File: src/pkg/ocr_defs.svh
// register offsets, field positions, reset values and timing figures of the output config bank
`ifndef OCR_DEFS_SVH
`define OCR_DEFS_SVH

`define OCR_ADDR_OFFSET 8'h10
`define OCR_ADDR_FORMAT 8'h14
`define OCR_ADDR_DRIVE 8'h15
`define OCR_ADDR_CLKPOL 8'h16
`define OCR_ADDR_CLKDLY 8'h17
`define OCR_ADDR_SPAN 8'h18
`define OCR_ADDR_PAT1_LO 8'h19
`define OCR_ADDR_PAT1_HI 8'h1a
`define OCR_ADDR_PAT2_LO 8'h1b
`define OCR_ADDR_PAT2_HI 8'h1c
`define OCR_ADDR_XFER 8'hff

`define OCR_BIT_OE_N 4
`define OCR_BIT_INVERT 2
`define OCR_BIT_CLK_FLIP 7
`define OCR_BIT_DLY_ON 7
`define OCR_BIT_XFER 0

`define OCR_RST_OFFSET 6'h00
`define OCR_RST_OE_N 1'h0
`define OCR_RST_INVERT 1'h0
`define OCR_RST_FMT 2'h1
`define OCR_RST_DRIVE 4'h1
`define OCR_RST_CLK_FLIP 1'h0
`define OCR_RST_DLY_ON 1'h0
`define OCR_RST_DLY_CODE 5'h00
`define OCR_RST_SPAN 5'h00
`define OCR_RST_PAT 16'h0000

`define OCR_FMT_OFFSET_BIN 2'h0
`define OCR_FMT_TWOS 2'h1

// data clock delay = span * code / max_code + base, in picoseconds
`define OCR_DLY_SPAN_PS 3100
`define OCR_DLY_MAX_CODE 31
`define OCR_DLY_BASE_PS 100

`endif

File: src/pkg/ocr_pkg.sv
// types shared by the output config bank and its data path
`default_nettype none
package ocr_pkg;

  typedef struct packed {
    logic [5:0] offset;
    logic oe_n;
    logic invert;
    logic [1:0] fmt;
    logic [3:0] drive;
    logic clk_flip;
    logic dly_on;
    logic [4:0] dly_code;
    logic [4:0] span;
    logic [15:0] pat1;
    logic [15:0] pat2;
  } ocr_cfg_t;

  typedef struct packed {
    logic active;
    logic user;
    logic sel2;
  } ocr_test_t;

endpackage : ocr_pkg
`default_nettype wire

File: src/rtl/ocr_datapath.sv
// output data path: offset trim, format, inversion and test override
`timescale 1ns/1ps
`default_nettype none
`include "ocr_defs.svh"

module ocr_datapath #(
  parameter int DATA_W = 14
) (
  // clock and reset
  input wire logic i_clk,
  input wire logic i_reset_n,
  // active configuration and test select
  input wire ocr_pkg::ocr_cfg_t i_cfg,
  input wire ocr_pkg::ocr_test_t i_test,
  input wire logic [DATA_W-1:0] i_test_data,
  // converter samples, offset binary
  input wire logic [DATA_W-1:0] i_sample,
  // output pins
  output logic [DATA_W-1:0] o_data,
  output logic o_data_oe_n
);

  localparam logic [DATA_W:0] MAX_CODE = {1'b0, {DATA_W{1'b1}}};

  // signed sum one bit wider each way so both ends can be clamped
  wire logic signed [DATA_W+1:0] sum;
  wire logic [DATA_W-1:0] trimmed;
  wire logic [DATA_W-1:0] formatted;
  wire logic [DATA_W-1:0] user_word;
  wire logic [DATA_W-1:0] next_data;

  assign sum = $signed({2'b00, i_sample}) + (DATA_W+2)'($signed(i_cfg.offset));
  assign trimmed = sum[DATA_W+1] ? '0 :
                   (sum[DATA_W] ? MAX_CODE[DATA_W-1:0] : sum[DATA_W-1:0]);
  assign formatted = (i_cfg.fmt == `OCR_FMT_TWOS) ?
                     {~trimmed[DATA_W-1], trimmed[DATA_W-2:0]} : trimmed;
  // user words are left aligned: a narrower converter drops the low pattern bits
  assign user_word = i_test.sel2 ? i_cfg.pat2[15 -: DATA_W] : i_cfg.pat1[15 -: DATA_W];
  assign next_data = i_test.active ? (i_test.user ? user_word : i_test_data)
                     : (i_cfg.invert ? ~formatted : formatted);

  always_ff @(posedge i_clk or negedge i_reset_n)
  begin
    if (!i_reset_n)
    begin
      o_data <= '0;
      o_data_oe_n <= 1'b1;
    end
    else
    begin
      o_data <= next_data;
      o_data_oe_n <= i_cfg.oe_n;
    end
  end

  AST_TEST_OVERRIDE: assert property (@(posedge i_clk) disable iff (!i_reset_n)
    i_test.active && i_test.user && !i_test.sel2 |=> o_data == $past(i_cfg.pat1[15 -: DATA_W]))
    else $error("user pattern not on data pins");
  AST_INVERT: assert property (@(posedge i_clk) disable iff (!i_reset_n)
    !i_test.active && i_cfg.invert |=> o_data == ~$past(formatted))
    else $error("inverted data mismatch");
  AST_FORMAT: assert property (@(posedge i_clk) disable iff (!i_reset_n)
    !i_test.active && !i_cfg.invert && i_cfg.fmt == `OCR_FMT_OFFSET_BIN |=>
    o_data == $past(trimmed))
    else $error("offset binary data mismatch");

endmodule : ocr_datapath
`default_nettype wire

File: src/rtl/ocr_regs.sv
// output configuration register bank: holding stage, active stage, readback and data path
`timescale 1ns/1ps
`default_nettype none
`include "ocr_defs.svh"

// Function
// - format register bit 4 is active-low data output enable, reset on
// - format register bit 2 inverts every output data bit when set and no test mode is selected
// - delay register bit 7 enables the programmed data clock delay, reset off
// - delay code 4:0 gives 3100 ps times code over 31 plus 100 ps
// - five-bit two's complement span code, zero default, about 0.022 V per step
// - each 16-bit test word is a low byte and following high byte register
// - written values reach the active registers only on the transfer bit
// - a selected test mode puts test data or user words on the data pins
module ocr_regs #(
  parameter int DATA_W = 14
) (
  // clock and reset
  input wire logic i_clk,
  input wire logic i_reset_n,
  // serial port register access, already decoded to bytes
  input wire logic i_wr_en,
  input wire logic i_rd_en,
  input wire logic [7:0] i_addr,
  input wire logic [7:0] i_wr_data,
  output logic [7:0] o_rd_data,
  output logic o_rd_valid,
  // test mode select from the test control logic
  input wire ocr_pkg::ocr_test_t i_test,
  input wire logic [DATA_W-1:0] i_test_data,
  // converter samples, offset binary
  input wire logic [DATA_W-1:0] i_sample,
  // data pins
  output logic [DATA_W-1:0] o_data,
  output logic o_data_oe_n,
  // analog and clock output controls
  output logic o_clk_flip,
  output logic o_clk_delay_on,
  output logic [11:0] o_clk_delay_ps,
  output logic [4:0] o_span_code,
  output logic [3:0] o_drive_code
);

  // the pattern slice and the clamp need a data width of 8 to 16 bits
  if (DATA_W < 8 || DATA_W > 16)
  begin : g_width_check
    $error("ocr_regs: DATA_W must be 8 to 16");
  end

  localparam ocr_pkg::ocr_cfg_t CFG_RESET = '{
    offset: `OCR_RST_OFFSET, oe_n: `OCR_RST_OE_N, invert: `OCR_RST_INVERT,
    fmt: `OCR_RST_FMT, drive: `OCR_RST_DRIVE, clk_flip: `OCR_RST_CLK_FLIP,
    dly_on: `OCR_RST_DLY_ON, dly_code: `OCR_RST_DLY_CODE, span: `OCR_RST_SPAN,
    pat1: `OCR_RST_PAT, pat2: `OCR_RST_PAT};

  ocr_pkg::ocr_cfg_t shadow;
  ocr_pkg::ocr_cfg_t active;
  ocr_pkg::ocr_cfg_t next_shadow;

  // write and transfer decode
  wire logic wr_offset = i_wr_en && i_addr == `OCR_ADDR_OFFSET;
  wire logic wr_format = i_wr_en && i_addr == `OCR_ADDR_FORMAT;
  wire logic wr_drive = i_wr_en && i_addr == `OCR_ADDR_DRIVE;
  wire logic wr_clkpol = i_wr_en && i_addr == `OCR_ADDR_CLKPOL;
  wire logic wr_clkdly = i_wr_en && i_addr == `OCR_ADDR_CLKDLY;
  wire logic wr_span = i_wr_en && i_addr == `OCR_ADDR_SPAN;
  wire logic wr_p1lo = i_wr_en && i_addr == `OCR_ADDR_PAT1_LO;
  wire logic wr_p1hi = i_wr_en && i_addr == `OCR_ADDR_PAT1_HI;
  wire logic wr_p2lo = i_wr_en && i_addr == `OCR_ADDR_PAT2_LO;
  wire logic wr_p2hi = i_wr_en && i_addr == `OCR_ADDR_PAT2_HI;
  wire logic xfer = i_wr_en && i_addr == `OCR_ADDR_XFER && i_wr_data[`OCR_BIT_XFER];

  // only the defined bits are stored, so open bits cannot hold a written value
  always_comb
  begin
    next_shadow = shadow;
    if (wr_offset)
      next_shadow.offset = i_wr_data[5:0];
    if (wr_format)
    begin
      next_shadow.oe_n = i_wr_data[`OCR_BIT_OE_N];
      next_shadow.invert = i_wr_data[`OCR_BIT_INVERT];
      next_shadow.fmt = i_wr_data[1:0];
    end
    if (wr_drive)
      next_shadow.drive = i_wr_data[3:0];
    if (wr_clkpol)
      next_shadow.clk_flip = i_wr_data[`OCR_BIT_CLK_FLIP];
    if (wr_clkdly)
    begin
      next_shadow.dly_on = i_wr_data[`OCR_BIT_DLY_ON];
      next_shadow.dly_code = i_wr_data[4:0];
    end
    if (wr_span)
      next_shadow.span = i_wr_data[4:0];
    if (wr_p1lo)
      next_shadow.pat1[7:0] = i_wr_data;
    if (wr_p1hi)
      next_shadow.pat1[15:8] = i_wr_data;
    if (wr_p2lo)
      next_shadow.pat2[7:0] = i_wr_data;
    if (wr_p2hi)
      next_shadow.pat2[15:8] = i_wr_data;
  end

  // readback shows the holding stage so software can check before transferring
  wire logic [7:0] rd_mux =
    (i_addr == `OCR_ADDR_OFFSET) ? {2'h0, shadow.offset} :
    (i_addr == `OCR_ADDR_FORMAT) ? {3'h0, shadow.oe_n, 1'b0, shadow.invert, shadow.fmt} :
    (i_addr == `OCR_ADDR_DRIVE) ? {4'h0, shadow.drive} :
    (i_addr == `OCR_ADDR_CLKPOL) ? {shadow.clk_flip, 7'h00} :
    (i_addr == `OCR_ADDR_CLKDLY) ? {shadow.dly_on, 2'h0, shadow.dly_code} :
    (i_addr == `OCR_ADDR_SPAN) ? {3'h0, shadow.span} :
    (i_addr == `OCR_ADDR_PAT1_LO) ? shadow.pat1[7:0] :
    (i_addr == `OCR_ADDR_PAT1_HI) ? shadow.pat1[15:8] :
    (i_addr == `OCR_ADDR_PAT2_LO) ? shadow.pat2[7:0] :
    (i_addr == `OCR_ADDR_PAT2_HI) ? shadow.pat2[15:8] : 8'h00;

  // delay in ps; the product stays far below 32 bits
  wire logic [31:0] dly_full =
    32'(`OCR_DLY_SPAN_PS * int'(active.dly_code) / `OCR_DLY_MAX_CODE + `OCR_DLY_BASE_PS);
  wire logic [11:0] next_delay_ps = active.dly_on ? dly_full[11:0] : 12'h000;

  always_ff @(posedge i_clk or negedge i_reset_n)
  begin
    if (!i_reset_n)
    begin
      shadow <= CFG_RESET;
      active <= CFG_RESET;
    end
    else
    begin
      shadow <= next_shadow;
      if (xfer)
        active <= shadow;
    end
  end

  always_ff @(posedge i_clk or negedge i_reset_n)
  begin
    if (!i_reset_n)
    begin
      o_rd_data <= 8'h00;
      o_rd_valid <= 1'b0;
    end
    else
    begin
      o_rd_valid <= i_rd_en;
      o_rd_data <= i_rd_en ? rd_mux : 8'h00;
    end
  end

  always_ff @(posedge i_clk or negedge i_reset_n)
  begin
    if (!i_reset_n)
    begin
      o_clk_flip <= `OCR_RST_CLK_FLIP;
      o_clk_delay_on <= `OCR_RST_DLY_ON;
      o_clk_delay_ps <= 12'h000;
      o_span_code <= `OCR_RST_SPAN;
      o_drive_code <= `OCR_RST_DRIVE;
    end
    else
    begin
      o_clk_flip <= active.clk_flip;
      o_clk_delay_on <= active.dly_on;
      o_clk_delay_ps <= next_delay_ps;
      o_span_code <= active.span;
      o_drive_code <= active.drive;
    end
  end

  ocr_datapath #(
    .DATA_W(DATA_W)
  ) u_datapath (
    .i_clk(i_clk),
    .i_reset_n(i_reset_n),
    .i_cfg(active),
    .i_test(i_test),
    .i_test_data(i_test_data),
    .i_sample(i_sample),
    .o_data(o_data),
    .o_data_oe_n(o_data_oe_n)
  );

  AST_HOLD_UNTIL_XFER: assert property (@(posedge i_clk) disable iff (!i_reset_n)
    !xfer |=> $stable(active))
    else $error("active registers changed without transfer");
  AST_XFER_COPY: assert property (@(posedge i_clk) disable iff (!i_reset_n)
    xfer |=> active == $past(shadow))
    else $error("transfer did not copy holding stage");
  AST_OE_FOLLOWS: assert property (@(posedge i_clk) disable iff (!i_reset_n)
    xfer ##1 1'b1 |=> o_data_oe_n == $past(active.oe_n))
    else $error("output enable does not follow register");
  AST_CLK_FLIP: assert property (@(posedge i_clk) disable iff (!i_reset_n)
    xfer ##1 1'b1 |=> o_clk_flip == $past(active.clk_flip))
    else $error("data clock flip does not follow register");
  AST_DELAY_VALUE: assert property (@(posedge i_clk) disable iff (!i_reset_n)
    active.dly_on && active.dly_code == 5'h1f |=> o_clk_delay_ps == 12'hc80)
    else $error("full delay code not 3200 ps");
  AST_DELAY_OFF: assert property (@(posedge i_clk) disable iff (!i_reset_n)
    !active.dly_on |=> o_clk_delay_ps == 12'h000 && !o_clk_delay_on)
    else $error("delay applied while disabled");
  AST_SPAN: assert property (@(posedge i_clk) disable iff (!i_reset_n)
    wr_span ##1 !wr_span ##1 xfer |=> ##1 o_span_code == $past(i_wr_data[4:0], 4))
    else $error("span code not delivered");
  AST_PAT_BYTES: assert property (@(posedge i_clk) disable iff (!i_reset_n)
    wr_p1hi |=> shadow.pat1[15:8] == $past(i_wr_data) && $stable(shadow.pat1[7:0]))
    else $error("pattern high byte misplaced");
  AST_OPEN_ZERO: assert property (@(posedge i_clk) disable iff (!i_reset_n)
    i_rd_en && i_addr == `OCR_ADDR_CLKPOL |=> o_rd_valid && o_rd_data[6:0] == 7'h00)
    else $error("open bits read nonzero");
  AST_OFFSET_TOP: assert property (@(posedge i_clk) disable iff (!i_reset_n)
    i_rd_en && i_addr == `OCR_ADDR_OFFSET |=> o_rd_data[7:6] == 2'h0)
    else $error("offset upper bits nonzero");

  COV_XFER: cover property (@(posedge i_clk) disable iff (!i_reset_n) wr_format ##[1:4] xfer);
  COV_USER_PAT: cover property (@(posedge i_clk) disable iff (!i_reset_n)
    i_test.active && i_test.user);
  COV_DELAY_ON: cover property (@(posedge i_clk) disable iff (!i_reset_n) o_clk_delay_on);
  COV_READ: cover property (@(posedge i_clk) disable iff (!i_reset_n)
    i_rd_en && i_addr == `OCR_ADDR_PAT2_HI);

endmodule : ocr_regs
`default_nettype wire

File: config.mk
export PLATFORM = sky130hd
export DESIGN_NAME = ocr_regs
export DESIGN_NICKNAME = d
export VERILOG_FILES = /design/src/pkg/ocr_pkg.sv /design/src/rtl/ocr_datapath.sv /design/src/rtl/ocr_regs.sv
export VERILOG_INCLUDE_DIRS = /design/src /design/src/pkg
export SDC_FILE = /design/constraint.sdc
export NUM_CORES = 1
export LEC_CHECK = 0
export BUFFER_PORTS_ARGS = -buffer_cell sky130_fd_sc_hd__buf_2
export CELL_PAD_IN_SITES_DETAIL_PLACEMENT = 0
export CELL_PAD_IN_SITES_GLOBAL_PLACEMENT = 1
export CORE_ASPECT_RATIO = 1.5
export CORE_MARGIN = 2
export CORE_UTILIZATION = 45
export CTS_CLUSTER_SIZE = 30
export DETAILED_ROUTE_END_ITERATION = 10
export GPL_TIMING_DRIVEN = 0
export MAX_ROUTING_LAYER = met4
export PLACE_DENSITY_LB_ADDON = 0.1
export SYNTH_ARGS = -nofsm -noshare
export SYNTH_HDL_FRONTEND = slang
export SYNTH_HIERARCHICAL = 1
export SYNTH_SLANG_ARGS = --single-unit
File: constraint.sdc
create_clock -name i_clk -period 29.1 [get_ports i_clk]
set_input_delay 2.91 -clock i_clk [delete_from_list [all_inputs] [get_ports i_clk]]
set_output_delay 2.91 -clock i_clk [all_outputs]
set_load 0.005 [all_outputs]
==> run_results.csv <==
group,metric,value,unit
die,rows,76,
worst_setup_path,r2r_cells,45,
sta,setup_viol,0,
sta,max_freq,0.0749,GHz
die,fp.dieW,143,um
place,io_buffers,92,
final_layout,finalNetCount,1641,
pwr,p_total,1.61,mW
worst_setup_path,cp_data_required_time,29380,ps
synthesis,ys_warn_count,6,
sta,rsz0062_at_grt,"no",
clock_network,ctsHoldBuffers,0,
final_layout,areaGrowthSynthToFinish,11.8,%
worst_setup_path,cp-start-kind,"register",
drt,vias,11918,
die,start_util,45.6,%
worst_setup_path,r2r_end,"o_clk_delay_ps[0]$_DFF_PN0_",
clock_network,cts_tree,"yes",
clock_network,cts_made_buffers,17,
min_path,holdCritStartpoint,"active[44]$_DFFE_PN1P_",
sta,drv_slew,0,
drt,drc,0,
job,maxCapViolCount,0,
sta,post-route-period-util,45.9,%
drt,via_per_inst,6.15,
worst_setup_path,path_class,"reg2reg",
final_layout,nFillCells,2804,
clock_network,clock_latency,440,ps
min_path,hold_path_depth,0,
sta,maxSlewHeadroom,12.0,%
final_layout,ff_latch_area,3990,um2
die,die_h,213,um
worst_setup_path,crit_fanout,10,
global_routing,grt_pass1_vias,11910,
min_path,whs_endpoint,"o_drive_code[0]$_DFF_PN1_",
global_routing,grt_max_degree,91,
sta,final.setup_skew,8.50,ps
worst_setup_path,r2r_start,"active[40]$_DFFE_PN0P_",
sta,worstMarginPinSlew,1310,ps
die,die-area,30500,um2
place,place_hpwl,32.8,mm
global_routing,gr-total-overflow,0,
sta,hold_ws,365,ps
worst_setup_path,crit_path_frequent_cell,"ha_1",
clock_network,cts.clk_slew.worst_paths,70,ps
sta,period_minus_slack,13350,ps
worst_setup_path,cp-end-kind,"register",
global_routing,globalRouteTotalUtil,28.3,%
pwr,vdd_drop_max,0.0900,mV
drt,dr.pass1.iters,6,
clock_network,h-tree-depth,4,
final_layout,num_antenna_cells,0,
clock_network,clk_path_buf_depth,2,
worst_setup_path,crit_path_top_delay_cell,"nor4_2",
clock_network,cts.repair.resized,0,
synthesis,synth_nets,1529,
pwr,power_leakage,6.45,nW
synthesis,syn-mean-instance-area,9.20,um2
clock_network,root_buffer,"clkbuf_16",
drt,postRouteWirelength,41.4,mm
pwr,power_density,110,nW/um2
worst_setup_path,crit_arrival,13630,ps
clock_network,cts_setup_buffers,0,
clock_network,cts_num_sinks,159,
sta,setup_tns,0,ps
synthesis,netlist_area,13100,um2
die,core_area,28700,um2
outcome,status,"completed",
global_routing,grt_antenna_before_repair,0,
drt,post_drt_wl_per_cell,21.4,um
die,ioPinCount,98,
drt,ant_nets,0,
sta,hold_viol,0,
global_routing,grt_pass1_wl,64.7,mm
place,gp_congestion,0.964,
final_layout,multi_input_area,8750,um2
worst_setup_path,rrSetupSlack,15750,ps
min_path,min_path_type,"reg2reg",
synthesis,synthCells,1424,
final_layout,drive_gt1_share,21.5,%
worst_setup_path,critPathMaxStageDelay,630,ps
drt,drtIter0Drc,713,
-- metrics by stage --
stage	instances	utilization (%)	worst slack (ps)	instance area [um2]
2_1_floorplan	1424	-	17960	13100
3_3_place_gp	1906	48.9	15930	14000
3_5_place_dp	1907	49.0	15920	14100
4_1_cts	1939	51.0	15860	14600
5_1_grt	1939	51.0	14990	14600
6_report	1939	51.0	15750	14600
-- final cells by class --
type / count / area share [%]
buffer: 65 / 1.95
clock buffer: 21 / 3.14
clock inverter: 11 / 0.709
inverter: 22 / 0.564
multi-input combinational: 1178 / 59.7
sequential: 159 / 27.2
tap: 390 / 3.33
timing repair buffer: 93 / 3.37
-- power breakdown --
group          internal [mW]  total, mW  switching (mW)
clock                  0.123      0.216          0.0937
combinational          0.411       1.15           0.743
sequential             0.233      0.242         0.00838
-- state kept, by name, summed over array words and instances, names as in the netlist --
name / cells
active: 54
o_span_code: 5
o_clk_delay_on: 1
o_clk_flip: 1
o_drive_code: 4
o_clk_delay_ps: 12
shadow: 58
u_datapath/o_data_oe_n: 1
o_rd_data: 8
u_datapath/o_data: 14
o_rd_valid: 1
-- placed cells by master (no fill, tap or decap), types with 45 or more instances in the layout --
master,n
dfrtp_1,153
o21ai_0,61
nand3_1,50
buf_2,102
a21oi_1,77
nor2_1,105
clkbuf_1,49
mux2_2,115
nand2_1,112
ha_1,50
xnor2_1,45
-- how the worst max path moves through the flow --
stage,to,from,cells after the start
final,o_clk_delay_ps[0]$_DFF_PN0_,active[40]$_DFFE_PN0P_,45
after global routing,o_clk_delay_ps[1]$_DFF_PN0_,active[39]$_DFFE_PN0P_,42
after CTS,o_clk_delay_ps[0]$_DFF_PN0_,active[40]$_DFFE_PN0P_,45
after detailed placement,o_clk_delay_ps[0]$_DFF_PN0_,active[40]$_DFFE_PN0P_,45
after global placement,o_clk_delay_ps[0]$_DFF_PN0_,active[40]$_DFFE_PN0P_,45
after floorplan,o_clk_delay_ps[0]$_DFF_PN0_,active[40]$_DFFE_PN0P_,46
-- routing by layer --
metal	track usage (%)	vias to the layer above	share of wire, %
li1	-	5652	-
met1	29.6	5855	37
met2	53.2	305	55
met3	2.51	106	2.6
met4	13.3	0	4.4
met5	-	-	0
-- critical path, delay by kind of cell, from the launching register on --
family                   cells  cell delay, ps
AND/OR/NAND/NOR             17            4840
AO/OA/AOI/OAI               17            4790
buffers and inverters        3             870
multiplexers                 1             220
XOR/XNOR                     1              90
flip-flops                   1             450
adder cells (fa/ha/maj)      6            1890
Note: power is estimated with default switching activity, not from simulation.
